<file path="config.mk">
export PLATFORM = sky130hd
export DESIGN_NAME = ttp_control_top
export DESIGN_NICKNAME = d
export VERILOG_FILES = /design/src/ttp_pkg.sv /design/src/ttp_trip_detect.sv /design/src/ttp_control_top.sv
export SDC_FILE = /design/constraint.sdc
export NUM_CORES = 1
export LEC_CHECK = 0
export BUFFER_PORTS_ARGS = -buffer_cell sky130_fd_sc_hd__buf_2
export CAP_MARGIN = 20
export CORE_UTILIZATION = 61
export CTS_BUF_LIST = sky130_fd_sc_hd__clkbuf_16
export CTS_CLUSTER_DIAMETER = 60
export DETAILED_ROUTE_END_ITERATION = 12
export GPL_TIMING_DRIVEN = 0
export PLACE_DENSITY = 0.9
export SETUP_SLACK_MARGIN = 0.15
export SLEW_MARGIN = 40
export SYNTH_ARGS = -nofsm -noshare
export SYNTH_HDL_FRONTEND = slang
export SYNTH_SLANG_ARGS = --single-unit
</file>
<file path="constraint.sdc">
create_clock -name clk -period 5.8 [get_ports clk]
set_input_delay 1.16 -clock clk [delete_from_list [all_inputs] [get_ports clk]]
set_output_delay 1.16 -clock clk [all_outputs]
set_load 0.01 [all_outputs]
</file>
<file path="src/ttp_pkg.sv">
// shared constants for the thermal trip point control block
package ttp_pkg;
	// register dword addresses (byte address bits 11:2) and byte lanes
	localparam logic [11:0] TRIP_ADDR = 12'hcdc;
	localparam logic [11:0] CAL_ADDR = 12'hce2;
	localparam logic [11:0] THR_ADDR = 12'hce4;
	localparam logic [11:0] FUSE_ADDR = 12'hce6;
	localparam logic [11:0] STAT_ADDR = 12'hcea;
	localparam logic [11:0] AUXLOCK_ADDR = 12'hcec;
	localparam logic [11:0] KEYALT_ADDR = 12'hc9c;
	localparam logic [9:0] TRIP_DW = TRIP_ADDR[11:2];
	localparam logic [9:0] CAL_DW = CAL_ADDR[11:2];
	localparam logic [9:0] THR_DW = THR_ADDR[11:2];
	localparam logic [9:0] STAT_DW = STAT_ADDR[11:2];
	localparam logic [9:0] AUXLOCK_DW = AUXLOCK_ADDR[11:2];
	localparam logic [9:0] KEYALT_DW = KEYALT_ADDR[11:2];
	localparam logic [1:0] CAL_LANE = CAL_ADDR[1:0];
	localparam logic [1:0] THR_LANE = THR_ADDR[1:0];
	localparam logic [1:0] FUSE_LANE = FUSE_ADDR[1:0];
	localparam logic [1:0] STAT_LANE = STAT_ADDR[1:0];
	localparam logic [1:0] STAT_LANE_HI = 2'h3;
	localparam logic [1:0] AUX_LANE = 2'h0;
	localparam logic [1:0] AUXLOCK_LANE = 2'h3;
	// field positions
	localparam int RELATIVE_TEMPERATURE_LSB = 24;
	localparam int AUX0_LSB = 16;
	localparam int HOT_LSB = 8;
	localparam int CAT_LSB = 0;
	localparam int CAL_LOCK_BIT = 7;
	localparam int OFFSET_W = 7;
	localparam int DAC_W = 9;
	localparam int THR_EN_BIT = 7;
	localparam int THR_ZONE_BIT = 4;
	localparam int THR_HALT_BIT = 3;
	localparam int THR_LOCK_BIT = 0;
	localparam int SEM_BIT = 7;
	localparam int AUXLOCK_BIT = 7;
	localparam int ST_CAT_RISE = 4;
	localparam int ST_HOT_RISE = 3;
	localparam int ST_AUX0_RISE = 2;
	localparam int ST_AUX1_RISE = 1;
	localparam int ST_CAT_FALL = 9;
	localparam int ST_HOT_FALL = 8;
	localparam int ST_AUX0_FALL = 7;
	localparam int ST_AUX1_FALL = 6;
	localparam logic [15:0] STAT_MASK = 16'h03de;
	localparam logic [31:0] UNLOCK_KEY = 32'h04c1c202;
	localparam logic [3:0] ALL_LANES = 4'hf;
	// reset values
	localparam logic [7:0] BYTE_RST = 8'h00;
	localparam logic [15:0] STAT_RST = 16'h0000;
	localparam logic [31:0] WORD_RST = 32'h00000000;
	localparam logic [DAC_W-1:0] DAC_RST = 9'h000;
	localparam logic [OFFSET_W-1:0] OFFSET_RST = 7'h00;
	typedef enum logic [1:0] {
		UNLK_IDLE = 2'b00,
		UNLK_ONE = 2'b01,
		UNLK_TWO = 2'b10,
		UNLK_THREE = 2'b11
	} ttp_unlock_e;
endpackage

</file>
<file path="src/ttp_trip_detect.sv">
// one trip point comparator with rising and falling crossing pulses
`timescale 1ns/10ps
`default_nettype none
module ttp_trip_detect (
	input wire logic clk, // core clock
	input wire logic rstn, // async reset, active low
	input wire logic [7:0] reading, // synchronised thermometer reading
	input wire logic [7:0] setting, // trip point setting
	input wire logic valid, // reading is meaningful
	output logic above, // reading above setting
	output logic risePulse, // one-cycle rising crossing
	output logic fallPulse // one-cycle falling crossing
);
	logic above_reg, above_next;
	logic rise_reg, rise_next;
	logic fall_reg, fall_next;
	logic cmp;

	assign above = above_reg;
	assign risePulse = rise_reg;
	assign fallPulse = fall_reg;

	// invalid readings hold the last state so no false crossing appears
	always_comb begin
		cmp = reading > setting;
		above_next = valid ? cmp : above_reg;
		rise_next = valid & cmp & ~above_reg;
		fall_next = valid & ~cmp & above_reg;
	end

	always_ff @(posedge clk or negedge rstn) begin
		if (!rstn) begin
			above_reg <= 1'b0;
			rise_reg <= 1'b0;
			fall_reg <= 1'b0;
		end else begin
			above_reg <= above_next;
			rise_reg <= rise_next;
			fall_reg <= fall_next;
		end
	end
endmodule
`default_nettype wire

</file>
<file path="src/ttp_control_top.sv">
// thermal trip point control, calibration and trip status registers
//
// Functional notes
// - relative temperature is hot setting minus reading
// - analogue mode returns hot setting as relative
// - aux0 setting writable, frozen by aux lock
// - hot setting frozen by calibration lock
// - catastrophic setting frozen by calibration lock
// - calibration lock sets by one, clears on reset
// - signed offset added to counter for DAC
// - offset sign-extended to nine bits
// - DAC test routes offset straight to bank B
// - master enable gates all hardware actions
// - zone select one throttles hot and catastrophic
// - halt latches trip output until reset
// - fuse semaphore: first read zero, then one
// - fused value read-only, seeds calibration offset
// - rising crossings set status bits 4..1
// - falling crossings set status bits 9..6
// - status sticky, write one clears, reserved zero
// - status identifies which trip raised an event
// - aux lock undone only by key sequence or reset
// - reading is eight-bit binary, valid-qualified
`timescale 1ns/10ps
`default_nettype none
module ttp_control_top (
	input wire logic clk, // 100 MHz core clock
	input wire logic rstn, // async reset, active low
	input wire logic [9:0] regAddr, // dword address, byte address bits 11:2
	input wire logic [3:0] regByteEn, // byte lane enables
	input wire logic regWrite, // write strobe
	input wire logic regRead, // read strobe
	input wire logic [31:0] regWdata, // write data
	output logic [31:0] regRdata, // read data, registered
	output logic regRdValid, // read data valid pulse
	input wire logic [7:0] sensorReadingPin, // thermometer counter from sensor
	input wire logic sensorValidPin, // thermometer output valid
	input wire logic analogModePin, // sensor in analogue mode
	input wire logic directDacTest, // direct DAC connect test enable
	input wire logic [6:0] fuseValue, // fused calibration value, static
	output logic [8:0] dacBankB, // value to sensor DAC bank B
	output logic thermalTripOutN, // thermal trip out, active low
	output logic throttleRequest, // hardware throttling request
	output logic thermalEventPending // any trip status bit set
);
	logic [7:0] rdSync1_reg, rdSync2_reg;
	logic vldSync1_reg, vldSync2_reg, anaSync1_reg, anaSync2_reg;
	logic [7:0] aux0_reg, aux0_next, hot_reg, hot_next, cat_reg, cat_next;
	logic [7:0] aux1_reg, aux1_next;
	logic calLock_reg, calLock_next, auxLock_reg, auxLock_next;
	logic [6:0] offset_reg, offset_next;
	logic seeded_reg, seeded_next;
	logic thrEn_reg, thrEn_next, thrZone_reg, thrZone_next;
	logic thrHalt_reg, thrHalt_next, thrLock_reg, thrLock_next;
	logic sem_reg, sem_next;
	logic [15:0] status_reg, status_next;
	ttp_pkg::ttp_unlock_e unlk_reg, unlk_next;
	logic [31:0] rdData_reg, rdData_next;
	logic rdValid_reg;
	logic [8:0] dac_reg, dac_next;
	logic tripN_reg, tripN_next, throttle_reg, throttle_next, pending_reg;
	logic wrTrip, wrCal, wrThr, wrStat, wrAux, rdThr, keyLock, keyAlt, unlock;
	logic [7:0] relative_temperature, calByte, thrByte, fuseByte, clrLo, clrHi, auxByte;
	logic [3:0] rise, fall;
	logic [15:0] setBits;

	function automatic logic [7:0] getByte(input logic [31:0] w, input logic [1:0] lane);
		getByte = w[{lane, 3'b000} +: 8];
	endfunction

	function automatic logic [7:0] mergeByte(input logic [7:0] old, input logic [1:0] lane);
		mergeByte = regByteEn[lane] ? getByte(regWdata, lane) : old;
	endfunction

	function automatic logic [8:0] signExt(input logic [6:0] v);
		signExt = {{2{v[6]}}, v};
	endfunction

	// pins from the analogue side cross into clk through two flops
	always_ff @(posedge clk or negedge rstn) begin
		if (!rstn) begin
			rdSync1_reg <= ttp_pkg::BYTE_RST;
			rdSync2_reg <= ttp_pkg::BYTE_RST;
			vldSync1_reg <= 1'b0;
			vldSync2_reg <= 1'b0;
			anaSync1_reg <= 1'b0;
			anaSync2_reg <= 1'b0;
		end else begin
			rdSync1_reg <= sensorReadingPin;
			rdSync2_reg <= rdSync1_reg;
			vldSync1_reg <= sensorValidPin;
			vldSync2_reg <= vldSync1_reg;
			anaSync1_reg <= analogModePin;
			anaSync2_reg <= anaSync1_reg;
		end
	end

	// multi-bit reading may tear on a change; the sensor holds it stable between counts
	ttp_trip_detect u_cat (.clk(clk), .rstn(rstn), .reading(rdSync2_reg), .setting(cat_reg),
		.valid(vldSync2_reg), .above(), .risePulse(rise[3]), .fallPulse(fall[3]));
	ttp_trip_detect u_hot (.clk(clk), .rstn(rstn), .reading(rdSync2_reg), .setting(hot_reg),
		.valid(vldSync2_reg), .above(), .risePulse(rise[2]), .fallPulse(fall[2]));
	ttp_trip_detect u_aux0 (.clk(clk), .rstn(rstn), .reading(rdSync2_reg), .setting(aux0_reg),
		.valid(vldSync2_reg), .above(), .risePulse(rise[1]), .fallPulse(fall[1]));
	ttp_trip_detect u_aux1 (.clk(clk), .rstn(rstn), .reading(rdSync2_reg), .setting(aux1_reg),
		.valid(vldSync2_reg), .above(), .risePulse(rise[0]), .fallPulse(fall[0]));

	logic catAbove, hotAbove;
	assign catAbove = vldSync2_reg & (rdSync2_reg > cat_reg);
	assign hotAbove = vldSync2_reg & (rdSync2_reg > hot_reg);

	// access decode
	always_comb begin
		wrTrip = regWrite && (regAddr == ttp_pkg::TRIP_DW);
		wrCal = regWrite && (regAddr == ttp_pkg::CAL_DW) && regByteEn[ttp_pkg::CAL_LANE];
		wrThr = regWrite && (regAddr == ttp_pkg::THR_DW) && regByteEn[ttp_pkg::THR_LANE];
		wrStat = regWrite && (regAddr == ttp_pkg::STAT_DW);
		wrAux = regWrite && (regAddr == ttp_pkg::AUXLOCK_DW);
		rdThr = regRead && (regAddr == ttp_pkg::THR_DW) && regByteEn[ttp_pkg::FUSE_LANE];
		keyLock = wrAux && (regByteEn == ttp_pkg::ALL_LANES) && (regWdata == ttp_pkg::UNLOCK_KEY);
		keyAlt = regWrite && (regAddr == ttp_pkg::KEYALT_DW) &&
			(regByteEn == ttp_pkg::ALL_LANES) && (regWdata == ttp_pkg::UNLOCK_KEY);
	end

	// aux lock unlock sequence; any other access in between restarts it
	always_comb begin
		unlk_next = unlk_reg;
		unlock = 1'b0;
		case (unlk_reg)
			ttp_pkg::UNLK_IDLE: begin
				if (keyLock) unlk_next = ttp_pkg::UNLK_ONE;
			end
			ttp_pkg::UNLK_ONE: begin
				if (keyAlt) unlk_next = ttp_pkg::UNLK_TWO;
				else if (keyLock) unlk_next = ttp_pkg::UNLK_ONE;
				else if (regWrite || regRead) unlk_next = ttp_pkg::UNLK_IDLE;
			end
			ttp_pkg::UNLK_TWO: begin
				if (keyAlt) unlk_next = ttp_pkg::UNLK_THREE;
				else if (keyLock) unlk_next = ttp_pkg::UNLK_ONE;
				else if (regWrite || regRead) unlk_next = ttp_pkg::UNLK_IDLE;
			end
			ttp_pkg::UNLK_THREE: begin
				if (keyLock) begin
					unlock = 1'b1;
					unlk_next = ttp_pkg::UNLK_IDLE;
				end else if (regWrite || regRead) unlk_next = ttp_pkg::UNLK_IDLE;
			end
			default: unlk_next = ttp_pkg::UNLK_IDLE;
		endcase
	end

	// settings, locks and calibration
	always_comb begin
		aux0_next = aux0_reg;
		aux1_next = aux1_reg;
		hot_next = hot_reg;
		cat_next = cat_reg;
		calLock_next = calLock_reg;
		offset_next = offset_reg;
		seeded_next = 1'b1;
		auxLock_next = auxLock_reg;
		if (!seeded_reg) offset_next = fuseValue;
		if (wrTrip && !auxLock_reg) aux0_next = mergeByte(aux0_reg, 2'h2);
		if (wrTrip && !calLock_reg) begin
			hot_next = mergeByte(hot_reg, 2'h1);
			cat_next = mergeByte(cat_reg, 2'h0);
		end
		calByte = getByte(regWdata, ttp_pkg::CAL_LANE);
		if (wrCal && !calLock_reg) offset_next = calByte[ttp_pkg::OFFSET_W-1:0];
		if (wrCal && calByte[ttp_pkg::CAL_LOCK_BIT]) calLock_next = 1'b1;
		if (wrAux && !auxLock_reg) aux1_next = mergeByte(aux1_reg, ttp_pkg::AUX_LANE);
		auxByte = getByte(regWdata, ttp_pkg::AUXLOCK_LANE);
		if (unlock) auxLock_next = 1'b0;
		if (wrAux && regByteEn[ttp_pkg::AUXLOCK_LANE] && auxByte[ttp_pkg::AUXLOCK_BIT])
			auxLock_next = 1'b1;
	end

	always_ff @(posedge clk or negedge rstn) begin
		if (!rstn) begin
			aux0_reg <= ttp_pkg::BYTE_RST;
			aux1_reg <= ttp_pkg::BYTE_RST;
			hot_reg <= ttp_pkg::BYTE_RST;
			cat_reg <= ttp_pkg::BYTE_RST;
			calLock_reg <= 1'b0;
			offset_reg <= ttp_pkg::OFFSET_RST;
			seeded_reg <= 1'b0;
			auxLock_reg <= 1'b0;
			unlk_reg <= ttp_pkg::UNLK_IDLE;
		end else begin
			aux0_reg <= aux0_next;
			aux1_reg <= aux1_next;
			hot_reg <= hot_next;
			cat_reg <= cat_next;
			calLock_reg <= calLock_next;
			offset_reg <= offset_next;
			seeded_reg <= seeded_next;
			auxLock_reg <= auxLock_next;
			unlk_reg <= unlk_next;
		end
	end

	// throttle control, semaphore and trip status
	always_comb begin
		thrEn_next = thrEn_reg;
		thrZone_next = thrZone_reg;
		thrHalt_next = thrHalt_reg;
		thrLock_next = thrLock_reg;
		thrByte = getByte(regWdata, ttp_pkg::THR_LANE);
		if (wrThr && !thrLock_reg) begin
			thrEn_next = thrByte[ttp_pkg::THR_EN_BIT];
			thrZone_next = thrByte[ttp_pkg::THR_ZONE_BIT];
			thrHalt_next = thrByte[ttp_pkg::THR_HALT_BIT];
		end
		if (wrThr && thrByte[ttp_pkg::THR_LOCK_BIT]) thrLock_next = 1'b1;
		sem_next = sem_reg | rdThr;
		fuseByte = getByte(regWdata, ttp_pkg::FUSE_LANE);
		if (regWrite && (regAddr == ttp_pkg::THR_DW) && regByteEn[ttp_pkg::FUSE_LANE] &&
			fuseByte[ttp_pkg::SEM_BIT]) sem_next = 1'b0;
		clrLo = wrStat ? mergeByte(ttp_pkg::BYTE_RST, ttp_pkg::STAT_LANE) : ttp_pkg::BYTE_RST;
		clrHi = wrStat ? mergeByte(ttp_pkg::BYTE_RST, ttp_pkg::STAT_LANE_HI) : ttp_pkg::BYTE_RST;
		setBits = ttp_pkg::STAT_RST;
		setBits[ttp_pkg::ST_CAT_RISE] = rise[3];
		setBits[ttp_pkg::ST_HOT_RISE] = rise[2];
		setBits[ttp_pkg::ST_AUX0_RISE] = rise[1];
		setBits[ttp_pkg::ST_AUX1_RISE] = rise[0];
		setBits[ttp_pkg::ST_CAT_FALL] = fall[3];
		setBits[ttp_pkg::ST_HOT_FALL] = fall[2];
		setBits[ttp_pkg::ST_AUX0_FALL] = fall[1];
		setBits[ttp_pkg::ST_AUX1_FALL] = fall[0];
		// set wins over a clear in the same cycle so no event is lost
		status_next = ((status_reg & ~{clrHi, clrLo}) | setBits) & ttp_pkg::STAT_MASK;
		throttle_next = thrEn_reg & thrZone_reg & (hotAbove | catAbove);
		tripN_next = tripN_reg & ~(thrEn_reg & thrHalt_reg & catAbove);
		dac_next = directDacTest ? signExt(offset_reg) :
			({1'b0, rdSync2_reg} + signExt(offset_reg));
	end

	always_ff @(posedge clk or negedge rstn) begin
		if (!rstn) begin
			thrEn_reg <= 1'b0;
			thrZone_reg <= 1'b0;
			thrHalt_reg <= 1'b0;
			thrLock_reg <= 1'b0;
			sem_reg <= 1'b0;
			status_reg <= ttp_pkg::STAT_RST;
			throttle_reg <= 1'b0;
			tripN_reg <= 1'b1;
			dac_reg <= ttp_pkg::DAC_RST;
			pending_reg <= 1'b0;
		end else begin
			thrEn_reg <= thrEn_next;
			thrZone_reg <= thrZone_next;
			thrHalt_reg <= thrHalt_next;
			thrLock_reg <= thrLock_next;
			sem_reg <= sem_next;
			status_reg <= status_next;
			throttle_reg <= throttle_next;
			tripN_reg <= tripN_next;
			dac_reg <= dac_next;
			pending_reg <= |status_reg;
		end
	end

	// read path, one cycle latency; unmapped dwords read zero
	always_comb begin
		relative_temperature = anaSync2_reg ? hot_reg : (hot_reg - rdSync2_reg);
		rdData_next = ttp_pkg::WORD_RST;
		case (regAddr)
			ttp_pkg::TRIP_DW: rdData_next = {relative_temperature, aux0_reg, hot_reg, cat_reg};
			ttp_pkg::CAL_DW: rdData_next[{ttp_pkg::CAL_LANE, 3'b000} +: 8] = {calLock_reg, offset_reg};
			ttp_pkg::THR_DW: begin
				rdData_next[{ttp_pkg::THR_LANE, 3'b000} +: 8] = {thrEn_reg, 2'b00, thrZone_reg,
					thrHalt_reg, 2'b00, thrLock_reg};
				rdData_next[{ttp_pkg::FUSE_LANE, 3'b000} +: 8] = {sem_reg, fuseValue};
			end
			ttp_pkg::STAT_DW: rdData_next[{ttp_pkg::STAT_LANE, 3'b000} +: 16] = status_reg;
			ttp_pkg::AUXLOCK_DW: rdData_next = {auxLock_reg, 23'h000000, aux1_reg};
			default: rdData_next = ttp_pkg::WORD_RST;
		endcase
		if (!regRead) rdData_next = rdData_reg;
	end

	always_ff @(posedge clk or negedge rstn) begin
		if (!rstn) begin
			rdData_reg <= ttp_pkg::WORD_RST;
			rdValid_reg <= 1'b0;
		end else begin
			rdData_reg <= rdData_next;
			rdValid_reg <= regRead;
		end
	end

	assign regRdata = rdData_reg;
	assign regRdValid = rdValid_reg;
	assign dacBankB = dac_reg;
	assign thermalTripOutN = tripN_reg;
	assign throttleRequest = throttle_reg;
	assign thermalEventPending = pending_reg;
endmodule
`default_nettype wire

</file>
### Word level (Yosys, flattened, before mapping)

Cells that the tools add are included.

| storage, ports and cells | value |
|---|---|
| register bits after elaboration | 134 |
| latch bits | 0 |
| RAM bits | 0 |
| bits in read-only memories | 0 |
| input port bits | 68 |
| output and inout port bits | 45 |
| logic and storage cells | 153 |
| memories kept | 0 |

| operators by class | value |
|---|---|
| add/subtract/negate cells | 2 |
| multipliers | 0 |
| div/mod/pow operators | 0 |
| magnitude comparators | 4 |
| equality and inequality tests | 13 |
| shift operators | 0 |
| muxes and demuxes | 24 |
| bitwise operators | 35 |
| reductions and logical operators | 36 |

Operators by type and width:

| operator | number |
|---|---|
| 10-bit == test, second input constant | 6 |
| 8-bit case mux with 3 select lines | 2 |
| 32-bit by 27-bit == test with 1-bit output, second input constant | 1 |
| 8-bit greater-than comparator | 4 |
| 8-bit two-way mux | 4 |
| 8-bit case mux with 4 select lines | 1 |
| 1-bit logical AND | 25 |
| 1-bit AND | 21 |
| 2-bit two-way mux | 8 |
| 7-bit two-way mux | 2 |
| 10-bit AND | 1 |
| 10-bit NOT | 1 |
| 10-bit bitwise OR | 1 |
| 8-bit by 9-bit adder with 9-bit output | 1 |
| 9-bit two-way mux | 1 |
| 1-bit NOT | 9 |
| 2-bit case mux with 4 select lines | 1 |
| 2-bit AND reduction | 4 |
| 8-bit OR reduction | 1 |
| 8-bit subtractor | 1 |
| 1-bit two-way mux | 5 |
| 2-bit == test, second input constant | 2 |
| 4-bit == test, second input constant | 1 |
| 1-bit logical NOT | 3 |
| other kinds (7) | 8 |

### Longest topological paths before layout

Gate-level depths: netlist of run 1.

| logic depth | value |
|---|---|
| depth in word-level cells | 8 |
| depth in mapped cells | 10 |
| depth with buffers taken out | 10 |

### Hierarchy

A second synthesis of run 1 with hierarchy kept.

| second synthesis, totals | value |
|---|---|
| cell total of the unflattened synthesis | 698 |
| area total of the unflattened synthesis | 7186.9 um2 |

By module, submodules not included:

| module | times used | cells each | area an instance (um2) | sequential area each (um2) |
|---|---|---|---|---|
| ttp_control_top | 1 | 554 | 5890.6 | 3054.2 |
| ttp_trip_detect | 4 | 36 | 324.1 | 75.1 |

### Least setup slack after synthesis of run 1

OpenSTA, ideal clock, no wires.

| timing | value |
|---|---|
| path kind | input to register |
| from | input regAddr[1] |
| to | register hot_reg[1] |
| library setup time | 0.125 ns |
| arrival time | 2.527 ns |
| required time | 5.675 ns |
| slack | 3.148 ns |
| stages | 6 |
| buffers on the path | 1 |
| cells stage by stage | buf_4 nand2_4 nor3_4 nand2_2 nor3_4 mux2_4 |

| between the ends | value |
|---|---|
| longest elaborated chain between the ends | 4 |

RTL lines:

| what | line | source |
|---|---|---|
| from (decl) | ttp_control_top.sv:29 | `input wire logic [9:0] regAddr,` |
| 10-bit == test | ttp_control_top.sv:114 | `wrTrip = regWrite && (regAddr == ttp_pkg::TRIP_DW);` |
| 1-bit logical AND | ttp_control_top.sv:114 |  |
| 1-bit logical AND | ttp_control_top.sv:165 | `if (wrTrip && !calLock_reg) begin` |
| 2-bit AND reduction (no source line) | -- |  |
| to (signal assigned) | ttp_control_top.sv:183 | `hot_reg <= ttp_pkg::BYTE_RST;` |
| to (signal assigned) | ttp_control_top.sv:193 | `hot_reg <= hot_next;` |
| to (decl) | ttp_control_top.sv:48 | `logic [7:0] aux0_reg, aux0_next, hot_reg, hot_next, cat_reg, cat_next;` |

No other way between the ends.
A chain may end at the register's enable or synchronous reset.

### Worst setup path after layout of run 1

| timing | value |
|---|---|
| from | input regAddr[2] |
| to | register thrHalt_reg |

| between the ends | value |
|---|---|
| longest elaborated chain between the ends | 4 |

RTL lines:

| what | line | source |
|---|---|---|
| 10-bit == test | ttp_control_top.sv:116 | `wrThr = regWrite && (regAddr == ttp_pkg::THR_DW) && regByteEn[ttp_pkg::THR_LANE];` |
| 1-bit logical AND (2 in series) | ttp_control_top.sv:116 |  |
| 1-bit logical AND | ttp_control_top.sv:210 | `if (wrThr && !thrLock_reg) begin` |
| to (signal assigned) | ttp_control_top.sv:254 | `thrHalt_reg <= thrHalt_next;` |
| to (decl) | ttp_control_top.sv:54 | `logic thrHalt_reg, thrHalt_next, thrLock_reg, thrLock_next;` |

No other way between the ends.

==> results of run 1 <==
-- critical path, stage by stage --
cell and delay, ns:
buf_2 0.12, nand3b_2 0.34, nor2_4 0.28, and3_1 0.18, buf_2 0.18, nor3b_4 0.33, mux2_2 0.38
-- kinds of logic (layout without fill, tap and decap cells) --
group	Yosys count	count (layout)
AND/OR/NAND/NOR	183	183
flip-flops	134	134
multiplexers	38	38
buffers and inverters	85	228
XOR/XNOR	7	7
other	1	1
adder cells (fa/ha/maj)	42	42
AO/OA/AOI/OAI	161	161
-- final timing paths --
| kind | from | end | slack, ns | cells after the start |
|---|---|---|---|---|
| setup / recovery | regAddr[2] | thrHalt_reg$_DFFE_PN0P_ | 3.12 | 7 |
| hold / removal | rdSync1_reg[1]$_DFF_PN0_ | rdSync2_reg[1]$_DFF_PN0_ | 0.35 | 0 |
| setup reg to reg | rdSync2_reg[1]$_DFF_PN0_ | regRdata[31]$_DFFE_PN0P_ | 3.33 | 8 |
| hold reg to reg | rdSync1_reg[1]$_DFF_PN0_ | rdSync2_reg[1]$_DFF_PN0_ | 0.35 | 0 |
| max in group asynchronous | rstn | regRdata[29]$_DFFE_PN0P_ | 4.42 | 2 |
| min in group asynchronous | rstn | rdSync1_reg[5]$_DFF_PN0_ | 0.66 | 1 |
-- cells in the mapped netlist, types with 3 or more instances --
library cell  count
dfrtp_1         133
nand2_1          77
inv_1            64
o21ai_0          59
ha_1             40
nor2_1           24
a21oi_1          21
o22ai_1          18
mux2_2           17
a21o_1           16
mux2i_1          14
nor3_1           13
o21a_1           11
clkbuf_1         10
nand4_1          10
mux2_4            7
nand3_1           7
nor2b_1           7
a222oi_1          6
a22oi_1           6
nor4_1            6
buf_2             5
nand2b_1          5
a31oi_1           4
and3_1            4
nor3b_1           4
o31ai_1           4
xnor2_1           4
and3b_1           3
buf_1             3
nor3_4            3
o31a_1            3
xor2_1            3
-- power groups by stage --
| stage | sequential (W) | clock (W) | combinational [W] |
|---|---|---|---|
| 2_1_floorplan | 0.00103 | 0 | 0.000120 |
| 3_3_place_gp | 0.00103 | 0 | 0.000212 |
| 3_5_place_dp | 0.00103 | 0 | 0.000225 |
| 4_1_cts | 0.00102 | 0.00113 | 0.000228 |
| 5_1_grt | 0.00102 | 0.00117 | 0.000254 |
| 6_report | 0.00102 | 0.00113 | 0.000229 |
-- metrics by stage --
step / instances / hold slack (ns)
finish: 930 / 0.3503
global route: 930 / 0.3617
CTS: 930 / 0.3488
detailed placement: 898 / 0.3362
global placement: 897 / 0.3320
floorplan: 651 / 0.3312
-- metal layers --
layer | share of wire (%) | routed length, um | up-vias | GRT usage [%]
li1 | - | - | 2569 | -
met1 | 38 | 6893 | 2781 | 41.88
met2 | 49 | 8919 | 318 | 57.00
met3 | 8.8 | 1617 | 89 | 8.450
met4 | 4.7 | 855 | 0 | 17.51
met5 | 0 | 0 | - | 0
-- area by class of cell --
cell class / count / area, um^2
buffer: 20 / 88.84
multi-input combinational: 432 / 3042
fill: 688 / 2405
inverter: 65 / 244.0
clock inverter: 15 / 191.4
timing repair buffer: 111 / 588.1
clock buffer: 17 / 425.4
tap: 136 / 170.2
sequential: 134 / 3354
==> flow_summary_export.csv, run 1 <==
group,metric,value,unit
synthesis,yosys.area_share.simple,14.59,%
finish,mostFrequentLayoutCells,"dfrtp_1 (133), buf_2 (114), nand2_1 (77), inv_1 (65), o21ai_0 (59)",
drt,wire_per_inst,19.66,um
finish,design_area,0.008104,mm^2
finish,drive_above_1_share,24.06,%
die,design.core.area,0.01051,mm^2
grt,groute.usage.overall,34.39,%
place,dpl_cell_area,0.007482,mm^2
die,ios,113,
synthesis,synth_area_leaders,"dfrtp_1 (49%), ha_1 (7.4%), o21ai_0 (4.4%), nand2_1 (4.3%), inv_1 (3.6%)",
synthesis,avgSynthCellArea,10.33,um^2
finish,final_util,77.12,%
run,maxCapViolCount,0,
synthesis,synth.distinct_cells,62,
power_and_ir_drop,finalPower,0.002376,W
synthesis,synth-compound-area-share,15.07,%
synthesis,synth_top_family_by_area,"compound AO/OA/AOI/OAI gates",
power_and_ir_drop,peakVddDrop,0.2568,mV
power_and_ir_drop,p_leak,4.012,nW
clocking,htreeDepth,4,
power_and_ir_drop,sequentialPowerShare,42.9,%
clocking,path_clk_slew,0.06,ns
sta,finalSetupTns,0,ns
synthesis,synth_edf_count,0,
power_and_ir_drop,power_frac_clock,47.4,%
worst_setup_path,critPathKind,"in2reg",
clocking,postCtsResizedCells,0,
sta,finClkSkew,0.007415,ns
synthesis,syn_nets,761,
synthesis,ys.warnings.count,0,
synthesis,synth_seq_cells,134,
place,dp_hpwl,12960,um
clocking,cts_tree,"done",
worst_setup_path,setup.worst_path.start_class,"input pin",
synthesis,synth_top_cell_by_area,"dfrtp_1",
sta,finalCritPeriodShare,46.14,%
drt,vias_per_cell,6.190,
drt,vias,5757,
synthesis,ys.flop_type,"dfrtp_1",
sta,period_minus_slack,2.676,ns
finish,nNetsFinal,891,
sta,maxSlewHeadroom,45.90,%
die,die_w,107.0,um
clocking,clock_path_buffers,2,
power_and_ir_drop,combinationalPowerShare,9.6,%
drt,drt_pre_antenna_iters,7,
clocking,cts_root_buf,"clkbuf_16",
synthesis,ys_async_sr_fraction,100.0,%
place,pre_cts_slack,2.760,ns
clocking,numCtsBuffers,17,
outcome,status,"completed",
finish,largest_register_ffs,32,
grt,overflow,0,
sta,setup_viol,0,
power_and_ir_drop,internal_power,0.001763,W
grt,antenna_found_initial,0,
synthesis,netlist_area,0.006724,mm^2
die,num_rows,37,
clocking,holdBufCountCts,0,
drt,wirelength,18290,um
die,start_util,63.98,%
worst_setup_path,critPathRequiredTime,6.10,ns
finish,area_growth_syn_to_layout,20.52,%
grt,grt_pass1_wl,29230,um
power_and_ir_drop,switchingPower,0.0006130,W
grt,grt_pass1_vias,5752,
power_and_ir_drop,switching_share,25.80,%
worst_setup_path,worst_ep_arrival_time,2.97,ns
power_and_ir_drop,powerDensity,293.2,mW/mm^2
sta,worst_slack,3.124,ns
synthesis,synth_xor_area_share,0.9118,%
drt,drt_drc_violations_left,0,
drt,drtIter0Drc,537,
die,die_y,107.0,um
clocking,post_cts_buffers,0,
drt,ant_nets,0,
sta,rsz0062_at_grt,"no",
finish,layout_commonest_cell,"dfrtp_1",
synthesis,synthCells,651,
sta,hold_violations,0,
clocking,clk_latency,0.42,ns
worst_setup_path,endpoint_kind,"flop",
sta,slew_violations,0,
clocking,clock-sinks,134,
synthesis,yosysTopAreaCellShare,49.50,%
finish,diodes,0,
sta,tightestPinTransition,0.8107,ns
synthesis,synth_adder_area_share,8.039,%
grt,grt_max_degree,75,
worst_setup_path,path_max_fanout,9,
synthesis,ys_seq_area_share,49.89,%
synthesis,synth.area.mux_share,6.494,%
place,port_buffers,110,
die,dieArea,0.01145,mm^2
hold_path,min_path_type,"reg2reg",
sta,timing.fmax,0.3737,GHz
place,routabilityCongestion,0.9206,
(Power assumes the default switching activity.)
==> run 2, diff against run 1 <==
- ABC_AREA: default -> 1
- CORE_UTILIZATION: 61 -> 51
- PLACE_DENSITY: 0.9 -> 0.8
- clock period: 5.8 -> 2.2 ns (I/O delays scaled with it)
==> run 2 against run 1 <==
Compared with the run above:
- total power rose by 140%
- sequential power rose to 2.5 times the previous value
- core utilization fell by 15 points
- count of clock-buffer cells in the layout did not move
- combinational power rose by 140%
- clock power rose by 120%
- die area rose by 22%
- critical path type is now reg2reg
- critical endpoint is now dacBankB[6]$_DFF_PN0_
- largest cell class unchanged
==> flow_summary_export.csv, run 2 <==
group,metric,value,unit
outcome,status,"completed",
drt,drt_drc_violations_left,0,
run,maxCapViolCount,0,
synthesis,synth_seq_cells,134,
grt,grt_max_degree,72,
sta,tightestPinTransition,0.5970,ns
clocking,cts_tree,"done",
power_and_ir_drop,powerDensity,681.1,mW/mm^2
synthesis,synth.distinct_cells,33,
synthesis,ys.warnings.count,0,
die,die_y,118.0,um
sta,timing.fmax,0.5164,GHz
drt,wirelength,18260,um
die,die_w,118.0,um
finish,largest_register_ffs,32,
synthesis,yosysTopAreaCellShare,48.47,%
grt,antenna_found_initial,0,
sta,hold_violations,0,
die,ios,113,
sta,setup_viol,0,
clocking,clk_latency,0.43,ns
synthesis,synth_area_leaders,"dfrtp_1 (48%), nand2_1 (9.6%), ha_1 (7.3%), inv_1 (7.1%), o21ai_0 (5.7%)",
finish,area_growth_syn_to_layout,20.13,%
die,num_rows,42,
synthesis,ys.flop_type,"dfrtp_1",
finish,diodes,0,
worst_setup_path,rr_endpoint,"dacBankB[6]$_DFF_PN0_",
clocking,path_clk_slew,0.05,ns
drt,drt_pre_antenna_iters,7,
synthesis,synthCells,811,
synthesis,netlist_area,0.006867,mm^2
finish,mostFrequentLayoutCells,"nand2_1 (176), inv_1 (135), dfrtp_1 (125), buf_2 (115), o21ai_0 (78)",
sta,holdWs,0.1212,ns
sta,slew_violations,0,
worst_setup_path,endpoint_kind,"flop",
worst_setup_path,rr_startpoint,"rdSync2_reg[0]$_DFF_PN0_",
worst_setup_path,path_max_fanout,3,
clocking,clock_path_buffers,2,
sta,finClkSkew,0.007700,ns
place,port_buffers,112,
synthesis,synth_edf_count,0,
drt,ant_nets,0,
grt,overflow,0,
drt,vias,6087,
die,start_util,52.06,%
power_and_ir_drop,combinationalPowerShare,9.7,%
finish,nNetsFinal,1056,
worst_setup_path,rr_worst_depth,9,
worst_setup_path,setup.worst_path.start_class,"flop",
sta,finalSetupTns,0,ns
drt,wire_per_inst,16.12,um
power_and_ir_drop,power_frac_clock,44.0,%
synthesis,syn_nets,921,
grt,groute.usage.overall,28.02,%
grt,grt_pass1_wl,29550,um
clocking,cts_root_buf,"clkbuf_16",
hold_path,min_to,"rdSync1_reg[1]$_DFF_PN0_",
grt,grt_pass1_vias,5756,
place,routabilityCongestion,0.9216,
worst_setup_path,worst_ep_arrival_time,2.24,ns
die,dieArea,0.01393,mm^2
hold_path,worstHoldPathCells,1,
power_and_ir_drop,p_leak,4.260,nW
power_and_ir_drop,sequentialPowerShare,46.3,%
sta,period_minus_slack,1.936,ns
worst_setup_path,critPathKind,"reg2reg",
synthesis,ys_async_sr_fraction,100.0,%
synthesis,avgSynthCellArea,8.467,um^2
synthesis,ys_seq_area_share,48.85,%
power_and_ir_drop,peakVddDrop,0.3983,mV
sta,maxSlewHeadroom,60.20,%
power_and_ir_drop,switching_share,24.65,%
synthesis,synth_common_cells,"nand2_1 (176), dfrtp_1 (133), inv_1 (130)",
drt,drtIter0Drc,456,
die,design.core.area,0.01319,mm^2
hold_path,hp-start,"sensorReadingPin[1]",
finish,layout_commonest_cell,"nand2_1",
finish,drive_above_1_share,18.08,%
sta,finalCritPeriodShare,88.02,%
worst_setup_path,critPathRequiredTime,2.50,ns
power_and_ir_drop,switchingPower,0.001385,W
power_and_ir_drop,internal_power,0.004233,W
hold_path,min_path_type,"in2reg",
worst_setup_path,reg2reg_slack,0.26,ns
drt,vias_per_cell,5.372,
clocking,numCtsBuffers,17,
synthesis,synth_most_common_cell,"nand2_1",
sta,rsz0062_at_grt,"yes",
synthesis,synth_top_cell_by_area,"dfrtp_1",
clocking,clock-sinks,134,
clocking,htreeDepth,4,
place,dp_hpwl,13550,um
finish,nFillCells,1137,
run 2: metal layers:
metal  wire length (um)  GRT usage (%)  up-vias
li1                   -              -     2939
met1               8035          38.73     2839
met2               8274          41.91      271
met3               1414          6.347       38
met4                539          12.98        0
met5                  0              0        -
run 2: how the worst max path moves through the flow:
stage,cells after the start,start,slack (ns),to
6_report,9,rdSync2_reg[0]$_DFF_PN0_,0.26,dacBankB[6]$_DFF_PN0_
4_1_cts,9,rdSync2_reg[0]$_DFF_PN0_,0.17,dacBankB[6]$_DFF_PN0_
3_5_place_dp,8,rdSync2_reg[1]$_DFF_PN0_,0.05,regRdata[30]$_DFFE_PN0P_
5_1_grt,11,rdSync2_reg[0]$_DFF_PN0_,0.14,u_aux1.risePulse$_DFF_PN0_
2_1_floorplan,10,hot_reg[0]$_DFFE_PN0P_,0.44,regRdata[30]$_DFFE_PN0P_
3_3_place_gp,1,rstn,-1.12,regRdata[9]$_DFFE_PN0P_
run 2: logic make-up (layout without fill, tap and decap cells):
group	Yosys count	after routing	synth area share (%)
flip-flops	134	134	48.85
XOR/XNOR	7	7	0.8929
AO/OA/AOI/OAI	164	164	13.45
buffers and inverters	146	292	8.273
multiplexers	4	4	0.7653
AND/OR/NAND/NOR	313	313	19.84
adder cells (fa/ha/maj)	42	42	7.872
other	1	1	0.05461
run 2: area by class of cell:
class,instances,area [um^2],area share [%]
multi-input cells,531,2957,35.84
clock buffers,17,425.4,5.157
inverters,132,495.5,6.006
clock inverters,13,78.83,0.9556
flip-flops and latches,134,3364,40.79
plain buffers,14,72.57,0.8797
repair buffers,116,635.6,7.705
well taps,176,220.2,2.669
run 2: critical path, stage by stage, from the launching register on:
cell     delay [ns]
dfrtp_2        0.46
ha_1           0.26
fa_2           0.36
nand3_1        0.08
nand2_1        0.10
nand2_1        0.10
nand2_1        0.07
a21oi_2        0.15
xor2_1         0.15
o21ai_0        0.09
run 2: timing repair:
action,4_1_cts,5_1_grt
hold buffers,1,0
setup buffers,0,2
setup endpoints to repair,5,5
hold endpoints to repair,1,0
resized for setup,2,10
gates cloned,0,0
run 2: power groups by stage:
stage          combinational, W  sequential, W  clock (W)
5_1_grt                0.000617        0.00261    0.00263
2_1_floorplan          0.000266        0.00263          0
6_report               0.000547        0.00260    0.00247
3_3_place_gp           0.000509        0.00264          0
4_1_cts                0.000536        0.00260    0.00250
3_5_place_dp           0.000528        0.00264          0
run 2: metrics by stage:
stage	total power [W]	cells	util [%]	setup slack, ns	area [um^2]
floorplan	0.002898	811	-	0.4406	6867
global placement	0.003147	1099	57.98	-1.118	7647
detailed placement	0.003169	1100	58.26	0.04750	7685
CTS	0.005639	1131	62.18	0.1747	8202
global route	0.005853	1133	62.54	0.1393	8249
finish	0.005619	1133	62.54	0.2636	8249
